**src/rtl/spi_flash_pkg.sv**
```systemverilog
package spi_flash_pkg;

  // ------------------------------------------------------------
  // Command opcodes
  // ------------------------------------------------------------
  localparam logic [7:0] OP_WRITE_UNLOCK = 8'h06;
  localparam logic [7:0] OP_STATUS = 8'h05;
  localparam logic [7:0] OP_ERASE32 = 8'h52;
  localparam logic [7:0] OP_ERASE64 = 8'hD8;
  localparam logic [7:0] OP_CHIP_A = 8'h60;
  localparam logic [7:0] OP_CHIP_B = 8'hC7;
  localparam logic [7:0] OP_SLEEP = 8'hB9;
  localparam logic [7:0] OP_WAKE_ID = 8'hAB;
  localparam logic [7:0] OP_MAKER_PART = 8'h90;
  localparam logic [7:0] OP_IDENT3 = 8'h9F;

  // ------------------------------------------------------------
  // Frame layout
  // ------------------------------------------------------------
  localparam logic [5:0] OPCODE_END = 6'h08;
  localparam logic [5:0] ADDR_END = 6'h20;
  localparam int MEM_ADDR_W = 17;
  localparam int BLK32_LSB = 15;
  localparam int BLK64_LSB = 16;
  localparam logic SWAP_ID_BIT = 1'b1;

  // ------------------------------------------------------------
  // Status byte fields and reset values
  // ------------------------------------------------------------
  localparam int ST_BUSY_POS = 0;
  localparam int ST_UNLOCK_POS = 1;
  localparam int ST_PROT_LSB = 2;
  localparam logic UNLOCK_RST = 1'b0;

  // ------------------------------------------------------------
  // Timing
  // ------------------------------------------------------------
  localparam int CLK_PERIOD_NS = 50;
  localparam int BLOCK_ERASE_US = 1000;
  localparam int ARRAY_ERASE_US = 4000;
  localparam int SLEEP_ENTRY_US = 3;
  localparam int WAKE_SHORT_US = 3;
  localparam int WAKE_ID_US = 2;
  localparam int BLOCK_ERASE_CYC_DEF =
    (BLOCK_ERASE_US * 1000 + CLK_PERIOD_NS - 1) / CLK_PERIOD_NS;
  localparam int ARRAY_ERASE_CYC_DEF =
    (ARRAY_ERASE_US * 1000 + CLK_PERIOD_NS - 1) / CLK_PERIOD_NS;
  localparam int SLEEP_ENTRY_CYC =
    (SLEEP_ENTRY_US * 1000 + CLK_PERIOD_NS - 1) / CLK_PERIOD_NS;
  localparam int WAKE_SHORT_CYC =
    (WAKE_SHORT_US * 1000 + CLK_PERIOD_NS - 1) / CLK_PERIOD_NS;
  localparam int WAKE_ID_CYC =
    (WAKE_ID_US * 1000 + CLK_PERIOD_NS - 1) / CLK_PERIOD_NS;

endpackage : spi_flash_pkg

```
**src/rtl/pin_sync.sv**
```systemverilog
`timescale 1ns/1ps
module pin_sync #(
  parameter int W = 3,
  parameter logic [W-1:0] RST = '0
) (
  input wire logic ref_clk,
  input wire logic arst_n,
  input wire logic [W-1:0] d,
  output logic [W-1:0] q
);
  logic [W-1:0] meta;

  always_ff @(posedge ref_clk or negedge arst_n) begin
    if (!arst_n) begin
      meta <= RST;
      q <= RST;
    end else begin
      meta <= d;
      q <= meta;
    end
  end
endmodule : pin_sync

```
**src/rtl/cycle_timer.sv**
```systemverilog
`timescale 1ns/1ps
module cycle_timer #(
  parameter int W = 24
) (
  input wire logic ref_clk,
  input wire logic arst_n,
  input wire logic start,
  input wire logic [W-1:0] load,
  output logic busy,
  output logic done
);
  logic [W-1:0] count;

  // Restart wins over a running count
  always_ff @(posedge ref_clk or negedge arst_n) begin
    if (!arst_n) count <= '0;
    else if (start) count <= load;
    else if (count != '0) count <= count - 1'b1;
  end

  assign busy = count != '0;
  assign done = count == W'(1);
endmodule : cycle_timer

```
**src/rtl/spi_flash_erase_powerdown_id.sv**
```systemverilog
// Summary of operation
// - Opcode 52H: 32KB block erase; needs unlock latch, 3 address bytes.
// - Opcode D8H: 64KB block erase; needs unlock latch, 3 address bytes.
// - Any address inside the target block erases that whole block.
// - Block erase runs only if select rises after the last address bit.
// - Valid block erase starts a timed cycle, busy flag high throughout.
// - The unlock latch is cleared during every erase cycle.
// - A block erase aimed at a protected block is not executed.
// - Opcodes 60H and C7H are chip erase, select rising after the opcode.
// - Chip erase runs only when all three protect bits are zero.
// - Opcode B9H alone enters deep sleep after the entry delay.
// - In deep sleep every command but the wake opcode is ignored.
// - Deep sleep is refused while a write cycle runs, which carries on.
// - Power loss ends deep sleep; power-up comes up in standby.
// - Bare ABH wakes the part; commands taken after the short wake delay.
// - ABH with three dummy bytes repeats the part id, MSB first.
// - Wake through the id form accepts commands after the id wake delay.
// - ABH is ignored while the busy flag is set.
// - Opcode 90H with address zero returns maker id then part id.
// - Opcode 90H with address one returns part id first.
// - Opcode 9FH returns maker code, memory type, then capacity byte.
// - Opcode 9FH is not decoded while an erase cycle runs.
// - Status read 05H is answered in standby, also during erase; not while entering, in or waking from deep sleep.
`timescale 1ns/1ps
module spi_flash_erase_powerdown_id import spi_flash_pkg::*; #(
  parameter int CNT_W = 24,
  parameter int BLOCK_ERASE_CYC = BLOCK_ERASE_CYC_DEF,
  parameter int ARRAY_ERASE_CYC = ARRAY_ERASE_CYC_DEF,
  parameter logic [7:0] MAKER_ID = 8'h5A, // Arbitrary value
  parameter logic [7:0] PART_ID = 8'h21, // Arbitrary value
  parameter logic [7:0] MEM_TYPE = 8'h3C, // Arbitrary value
  parameter logic [7:0] CAPACITY = 8'h17 // Arbitrary value
) (
  input wire logic ref_clk,
  input wire logic arst_n,
  input wire logic cs_n_pin,
  input wire logic sclk_pin,
  input wire logic si_pin,
  output logic so_pin,
  output logic so_oe,
  input wire logic [2:0] protect_level,
  output logic busy_flag,
  output logic write_unlock_latch,
  output logic deep_sleep,
  output logic cmd_ready,
  output logic erase_start,
  output logic erase_whole,
  output logic [MEM_ADDR_W-1:0] erase_base
);

  // ------------------------------------------------------------
  // Helpers
  // ------------------------------------------------------------
  typedef enum logic [1:0] {
    s_awake, s_entering, s_asleep, s_waking
  } power_e;

  function automatic logic [MEM_ADDR_W-1:0] block_align(
    input logic [MEM_ADDR_W-1:0] a, input logic big);
    logic [MEM_ADDR_W-1:0] r;
    r = a;
    r[BLK32_LSB-1:0] = '0;
    if (big) r[BLK64_LSB-1] = 1'b0;
    return r;
  endfunction : block_align

  // Protection covers the top 32KB, top 64KB, or all of the array
  function automatic logic blk_protected(
    input logic [1:0] top_idx, input logic [2:0] bp);
    logic r;
    case (bp)
      3'h0: r = 1'b0;
      3'h1: r = top_idx == 2'h3;
      3'h2: r = top_idx[1];
      default: r = 1'b1;
    endcase
    return r;
  endfunction : blk_protected

  // ------------------------------------------------------------
  // Pin sampling
  // ------------------------------------------------------------
  logic [2:0] pins_s;
  logic cs_n_s, sclk_s, si_s;
  logic cs_d, sclk_d;

  // Idle levels at reset: select high, so no false edge after reset
  pin_sync #(.W(3), .RST(3'h4)) u_sync (
    .ref_clk(ref_clk),
    .arst_n(arst_n),
    .d({cs_n_pin, sclk_pin, si_pin}),
    .q(pins_s)
  );

  assign cs_n_s = pins_s[2];
  assign sclk_s = pins_s[1];
  assign si_s = pins_s[0];

  always_ff @(posedge ref_clk or negedge arst_n) begin
    if (!arst_n) begin
      cs_d <= 1'b1;
      sclk_d <= 1'b0;
    end else begin
      cs_d <= cs_n_s;
      sclk_d <= sclk_s;
    end
  end

  wire sclk_rise = sclk_s & ~sclk_d & ~cs_n_s;
  wire sclk_fall = ~sclk_s & sclk_d & ~cs_n_s;
  wire cs_rise = cs_n_s & ~cs_d;
  wire cs_fall = ~cs_n_s & cs_d;

  // ------------------------------------------------------------
  // Serial input
  // ------------------------------------------------------------
  logic [5:0] bit_cnt;
  logic [22:0] shift_in;
  logic [7:0] opcode;
  logic [23:0] addr;

  always_ff @(posedge ref_clk or negedge arst_n) begin
    if (!arst_n) begin
      bit_cnt <= '0;
      shift_in <= '0;
    end else if (cs_fall || cs_rise) begin
      // Cleared at both ends so a stale count never reopens output
      bit_cnt <= '0;
    end else if (sclk_rise) begin
      shift_in <= {shift_in[21:0], si_s};
      if (bit_cnt != 6'h3F) bit_cnt <= bit_cnt + 6'h01;
    end
  end

  always_ff @(posedge ref_clk or negedge arst_n) begin
    if (!arst_n) begin
      opcode <= '0;
      addr <= '0;
    end else if (sclk_rise && bit_cnt == OPCODE_END - 6'h01) begin
      opcode <= {shift_in[6:0], si_s};
    end else if (sclk_rise && bit_cnt == ADDR_END - 6'h01) begin
      addr <= {shift_in, si_s};
    end
  end

  // ------------------------------------------------------------
  // Command decode at the end of a frame
  // ------------------------------------------------------------
  power_e st, next_st;
  logic erase_busy, delay_done;

  // Exact bit counts reject frames cut short or overrun
  wire have_op = bit_cnt == OPCODE_END;
  wire have_addr = bit_cnt == ADDR_END;
  wire awake = st == s_awake;
  wire sleepy = st == s_asleep || st == s_entering;
  wire is_blk = opcode == OP_ERASE32 || opcode == OP_ERASE64;
  wire is_big = opcode == OP_ERASE64;
  wire is_chip = opcode == OP_CHIP_A || opcode == OP_CHIP_B;
  wire [MEM_ADDR_W-1:0] blk_base =
    block_align(addr[MEM_ADDR_W-1:0], is_big);
  wire [1:0] top_idx = blk_base[MEM_ADDR_W-1:BLK32_LSB] | {1'b0, is_big};
  wire open_ok = cs_rise & awake & ~busy_flag;

  wire do_blk = open_ok & write_unlock_latch & is_blk & have_addr
    & ~blk_protected(top_idx, protect_level);
  wire do_chip = open_ok & write_unlock_latch & is_chip & have_op
    & protect_level == 3'h0;
  wire do_unlock = open_ok & opcode == OP_WRITE_UNLOCK & have_op;
  wire do_sleep = open_ok & opcode == OP_SLEEP & have_op;
  wire wake_any = cs_rise & sleepy & ~busy_flag
    & opcode == OP_WAKE_ID;
  wire do_wake_short = wake_any & have_op;
  wire do_wake_id = wake_any & bit_cnt >= ADDR_END;

  // ------------------------------------------------------------
  // Self-timed cycles
  // ------------------------------------------------------------
  wire [CNT_W-1:0] erase_load = do_chip ? CNT_W'(ARRAY_ERASE_CYC)
                                        : CNT_W'(BLOCK_ERASE_CYC);
  wire [CNT_W-1:0] delay_load =
    do_sleep ? CNT_W'(SLEEP_ENTRY_CYC) :
    do_wake_short ? CNT_W'(WAKE_SHORT_CYC) : CNT_W'(WAKE_ID_CYC);
  wire delay_go = do_sleep | do_wake_short | do_wake_id;

  cycle_timer #(.W(CNT_W)) u_erase_timer (
    .ref_clk(ref_clk),
    .arst_n(arst_n),
    .start(do_blk | do_chip),
    .load(erase_load),
    .busy(erase_busy),
    .done()
  );

  cycle_timer #(.W(CNT_W)) u_delay_timer (
    .ref_clk(ref_clk),
    .arst_n(arst_n),
    .start(delay_go),
    .load(delay_load),
    .busy(),
    .done(delay_done)
  );

  assign busy_flag = erase_busy;

  always_comb begin
    next_st = st;
    case (st)
      s_awake: if (do_sleep) next_st = s_entering;
      s_entering: begin
        if (do_wake_short || do_wake_id) next_st = s_waking;
        else if (delay_done) next_st = s_asleep;
      end
      s_asleep: if (delay_go) next_st = s_waking;
      s_waking: if (delay_done) next_st = s_awake;
      default: next_st = s_awake;
    endcase
  end

  // Reset stands for power-up and always lands in standby
  always_ff @(posedge ref_clk or negedge arst_n) begin
    if (!arst_n) st <= s_awake;
    else st <= next_st;
  end

  assign deep_sleep = st == s_asleep;
  assign cmd_ready = awake;

  // Latch drops the moment an erase is launched
  always_ff @(posedge ref_clk or negedge arst_n) begin
    if (!arst_n) write_unlock_latch <= UNLOCK_RST;
    else if (do_unlock) write_unlock_latch <= 1'b1;
    else if (do_blk || do_chip) write_unlock_latch <= 1'b0;
  end

  always_ff @(posedge ref_clk or negedge arst_n) begin
    if (!arst_n) begin
      erase_start <= 1'b0;
      erase_whole <= 1'b0;
      erase_base <= '0;
    end else begin
      erase_start <= do_blk | do_chip;
      if (do_blk || do_chip) begin
        erase_whole <= do_chip;
        erase_base <= do_chip ? '0 : blk_base;
      end
    end
  end

  // ------------------------------------------------------------
  // Serial output
  // ------------------------------------------------------------
  logic [2:0] out_bit;
  logic [1:0] out_byte;

  wire [7:0] status_byte = {3'h0, protect_level, write_unlock_latch,
                            busy_flag};
  wire op_status = opcode == OP_STATUS & awake;
  wire op_id = opcode == OP_WAKE_ID & ~busy_flag
    & st != s_waking;
  wire op_pair = opcode == OP_MAKER_PART & awake;
  wire op_ident = opcode == OP_IDENT3 & awake & ~busy_flag;
  wire [5:0] data_start = (op_status | op_ident) ? OPCODE_END : ADDR_END;
  wire streaming = ~cs_n_s & (op_status | op_id | op_pair | op_ident)
    & bit_cnt >= data_start;
  wire [1:0] n_bytes = op_ident ? 2'h3 : op_pair ? 2'h2 : 2'h1;
  wire [1:0] next_byte = (out_byte + 2'h1 == n_bytes) ? 2'h0
                                                     : out_byte + 2'h1;
  wire swap = addr[0] == SWAP_ID_BIT;
  wire [7:0] cur_byte =
    op_status ? status_byte :
    op_id ? PART_ID :
    op_pair ? (((out_byte == 2'h0) ^ swap) ? MAKER_ID : PART_ID) :
    out_byte == 2'h0 ? MAKER_ID :
    out_byte == 2'h1 ? MEM_TYPE : CAPACITY;

  always_ff @(posedge ref_clk or negedge arst_n) begin
    if (!arst_n) begin
      out_bit <= '0;
      out_byte <= '0;
      so_pin <= 1'b0;
    end else if (cs_fall) begin
      out_bit <= '0;
      out_byte <= '0;
    end else if (sclk_fall && streaming) begin
      so_pin <= cur_byte[3'h7 - out_bit];
      out_bit <= out_bit + 3'h1;
      if (out_bit == 3'h7) out_byte <= next_byte;
    end
  end

  assign so_oe = streaming;
endmodule : spi_flash_erase_powerdown_id

```
**config.mk**
```make
export PLATFORM = sky130hd
export DESIGN_NAME = spi_flash_erase_powerdown_id
export DESIGN_NICKNAME = d
export VERILOG_FILES = /design/src/rtl/spi_flash_pkg.sv /design/src/rtl/pin_sync.sv /design/src/rtl/cycle_timer.sv /design/src/rtl/spi_flash_erase_powerdown_id.sv
export SDC_FILE = /design/constraint.sdc
export NUM_CORES = 1
export LEC_CHECK = 0
export ABC_AREA = 1
export BUFFER_PORTS_ARGS = -buffer_cell sky130_fd_sc_hd__buf_2
export CORE_MARGIN = 2
export CORE_UTILIZATION = 50
export DETAILED_ROUTE_END_ITERATION = 7
export PLACE_DENSITY = 0.63
export SLEW_MARGIN = 20
export SYNTH_ARGS = -nofsm -noshare
export SYNTH_HDL_FRONTEND = slang
export SYNTH_SLANG_ARGS = --single-unit
```
**constraint.sdc**
```tcl
create_clock -name ref_clk -period 8.2 [get_ports ref_clk]
set_input_delay 2.46 -clock ref_clk [delete_from_list [all_inputs] [get_ports ref_clk]]
set_output_delay 2.46 -clock ref_clk [all_outputs]
set_load 0.02 [all_outputs]
```
==> flow_metrics.py <==
metrics = {
    "sta": {
        "worst_pin_slew_ps": 743,
        "setup_ws_ps": 2600,
        "finalSetupTns_ps": 0,
        "max_freq_mhz": 178,
        "finalSetupViolations": 0,
        "skew_ps": 5.31,
        "rsz0062_at_grt": "false",
        "finalCritPeriodShare": 0.684,
        "fin_crit_ps": 5600,
        "hold_viol": 0,
        "drv_slew": 0,
        "slew_headroom": 0.504,
    },
    "drt": {
        "dr.pass1.iters": 5,
        "via_per_inst": 5.15,
        "drt-initial-drc-count": 327,
        "route.detailed.drc": 0,
        "wl_per_cell_um": 14.0,
        "finalWirelength_mm": 13.8,
        "vias": 5099,
        "ant_nets": 0,
    },
    "worst_hold_path": {
        "min_from": "u_sync.meta[0]$_DFF_PN0_",
        "holdCritPathClass": "register to register",
        "min_path_cells": 0,
        "min_to": "u_sync.q[0]$_DFF_PN0_",
    },
    "setup_path": {
        "r2r-end": "out_bit[1]$_DFFE_PN0P_",
        "ff2ff_path_depth": 14,
        "reg2reg_from": "st[0]$_DFFE_PN0P_",
        "worst_ep_required_time_ps": 5740,
        "worstPathArrival_ps": 3140,
        "ff2ff_setup_slack_ps": 5240,
        "start_kind": "register",
        "worstSetupPathType": "register to primary output",
        "path_max_fanout": 10,
        "end_kind": "primary output",
    },
    "floorplanning": {
        "fp.dieH_um": 116,
        "initial_core_util": 0.516,
        "core_mm2": 0.0121,
        "rows": 40,
        "die_area_mm2": 0.0134,
        "die-width_um": 116,
        "io-pin-count": 33,
    },
    "cells_and_area": {
        "syn2layout_area_growth_pct": 8.49,
        "drive_above_1_share": 0.126,
        "diodes": 0,
        "fill_cells": 1148,
        "layout.nets": 845,
    },
    "clocking": {
        "ctsHoldBuffers": 0,
        "postCtsSetupBuffers": 0,
        "clk_latency_ps": 360,
        "cts_sinks": 102,
        "cts_tree": "built",
        "htreeDepth": 3,
        "clockRootBuffer": "clkbuf_16",
        "cts.clk_slew.worst_paths_ps": 70,
        "cts_made_buffers": 9,
        "cts_resized": 0,
        "clock_path_buffers": 2,
    },
    "logic_synthesis": {
        "synth_cell_types": 51,
        "synth.ff_latch_count": 102,
        "synth_area_mm2": 0.00625,
        "ys_top_cells_by_count": "nand2_1 (150), inv_1 (113), dfrtp_1 (99)",
        "seq_area_frac_synth": 0.409,
        "synthMostInstantiatedCell": "nand2_1",
        "synth_top_area_cell": "dfrtp_1",
        "syn_inst": 795,
        "synth_area_leaders": "dfrtp_1 (40%), nand2_1 (9.0%), inv_1 (6.8%)",
        "ys_dominant_reg_cell": "dfrtp_1",
        "postSynthAreaPerCell_um2": 7.86,
        "netlist.area_leader.share": 0.396,
        "synth_edf_count": 0,
        "synth-async-reset-ratio": 1.00,
        "synth_warnings": 0,
    },
    "power": {
        "vdd_drop_max_uv": 160,
        "power_frac_comb": 0.042,
        "p_int_uw": 770,
        "power.leakage_uw": 0.00356,
        "switchingPower_uw": 244,
        "p_clk_frac": 0.443,
        "p_per_area_mw_per_mm2": 149,
        "seqPwrFrac": 0.514,
        "switching_share": 0.241,
    },
    "global_routing": {
        "antenna_found_initial": 0,
        "grt_pass1_wl_mm": 23.4,
        "grt_max_degree": 54,
        "grt_pass1_vias": 4965,
        "grt_overflow": 0,
        "grt_util_all_layers": 0.225,
    },
    "run_status": {
        "status": "finished clean",
    },
    "placed_design": {
        "place.gp.congestion": 0.942,
        "io_buffers": 17,
        "pre_cts_ws_ps": 3000,
        "hpwlAfterDp_mm": 10.7,
    },
    "flow_run": {
        "drv_cap": 0,
    },
}
## placed cells by master (no fill, tap or decap), drive strengths merged, types with 20 or more instances in the layout
| cell type | synthesis | final |
|---|---|---|
| a21oi | 35 | 35 |
| nand3 | 59 | 59 |
| nor2 | 111 | 111 |
| nand2 | 158 | 158 |
| dfrtp | 99 | 99 |
| o21ai | 39 | 39 |
| nand4 | 24 | 24 |
| inv | 123 | 127 |
| xor2 | 20 | 20 |
| nor3 | 31 | 31 |
## critical path, stage by stage (launching register included)
cell and delay [ps]:
dfrtp_1 420, inv_1 140, ha_1 450, inv_1 210
nor3_1 210, nand4_1 250, nand2_1 170, ha_1 240
nand3_1 90, a31oi_1 70, o21a_1 200, and2_1 180
buf_2 160
## kinds of logic (layout without fill, tap and decap cells)
| logic type | Yosys count | in the layout | share of synthesized area |
|---|---|---|---|
| multiplexers | 6 | 6 | 0.0108 |
| AND/OR/NAND/NOR | 407 | 407 | 0.326 |
| flip-flops | 102 | 102 | 0.409 |
| adder cells (fa/ha/maj) | 19 | 19 | 0.0380 |
| other | 1 | 15 | 0.000600 |
| buffers and inverters | 143 | 157 | 0.0971 |
| XOR/XNOR | 29 | 29 | 0.0406 |
| AO/OA/AOI/OAI | 88 | 88 | 0.0782 |
## power groups by stage
stage / registers (uW) / clock network (uW) / logic, uW
after floorplan: 530 / 0 / 30.6
after global placement: 531 / 0 / 42.1
after detailed placement: 532 / 0 / 44.2
after CTS: 522 / 467 / 44.4
after global routing: 523 / 482 / 51.1
final: 521 / 450 / 42.8
## metal layers
| layer | wire length [um] | global-route usage | vias to the layer above |
|---|---|---|---|
| met3 | 625 | 0.0507 | 25 |
| met1 | 6130 | 0.277 | 2362 |
| met4 | 289 | 0.0738 | 0 |
| met5 | 0 | 0 | - |
| li1 | - | - | 2583 |
| met2 | 6780 | 0.392 | 129 |
## flip-flops by register name, indices dropped and copies added, names as in the netlist
signal               flops
write_unlock_latch       1
addr                     3
out_bit                  3
opcode                   8
erase_whole              1
bit_cnt                  6
shift_in                16
erase_start              1
st                       2
out_byte                 2
so_pin                   1
u_sync.meta              3
sclk_d                   1
u_sync.q                 3
erase_base               2
u_erase_timer.count     24
u_delay_timer.count     24
cs_d                     1
## final cells by class
class	count	area, um^2	area share
sequential	102	2560	0.377
multi-input combinational	564	3140	0.463
clock buffer	9	225	0.0332
clock inverter	7	87.6	0.0129
inverter	123	467	0.0688
tap	168	210	0.0310
timing repair buffer	18	95.1	0.0140
## how the worst max path moves through the flow
stage	startpoint	slack, ps	cells after the start	end
2_1_floorplan	st[0]$_DFFE_PN0P_	3330	12	so_oe
3_3_place_gp	st[0]$_DFFE_PN0P_	3140	12	so_oe
3_5_place_dp	st[0]$_DFFE_PN0P_	3000	12	so_oe
4_1_cts	st[0]$_DFFE_PN0P_	2600	12	so_oe
5_1_grt	st[0]$_DFFE_PN0P_	2370	12	so_oe
6_report	st[0]$_DFFE_PN0P_	2600	12	so_oe
## through the flow
stage          cells  power (uW)   util  hold WS [ps]  instance area, um^2
5_1_grt          991        1060  0.560           360                 6780
2_1_floorplan    809         561      -           331                 6300
3_5_place_dp     975         576  0.534           335                 6470
6_report         991        1010  0.560           349                 6780
4_1_cts          991        1030  0.560           353                 6780
3_3_place_gp     975         573  0.534           337                 6470
No activity file was read; power rests on OpenSTA's default activity.
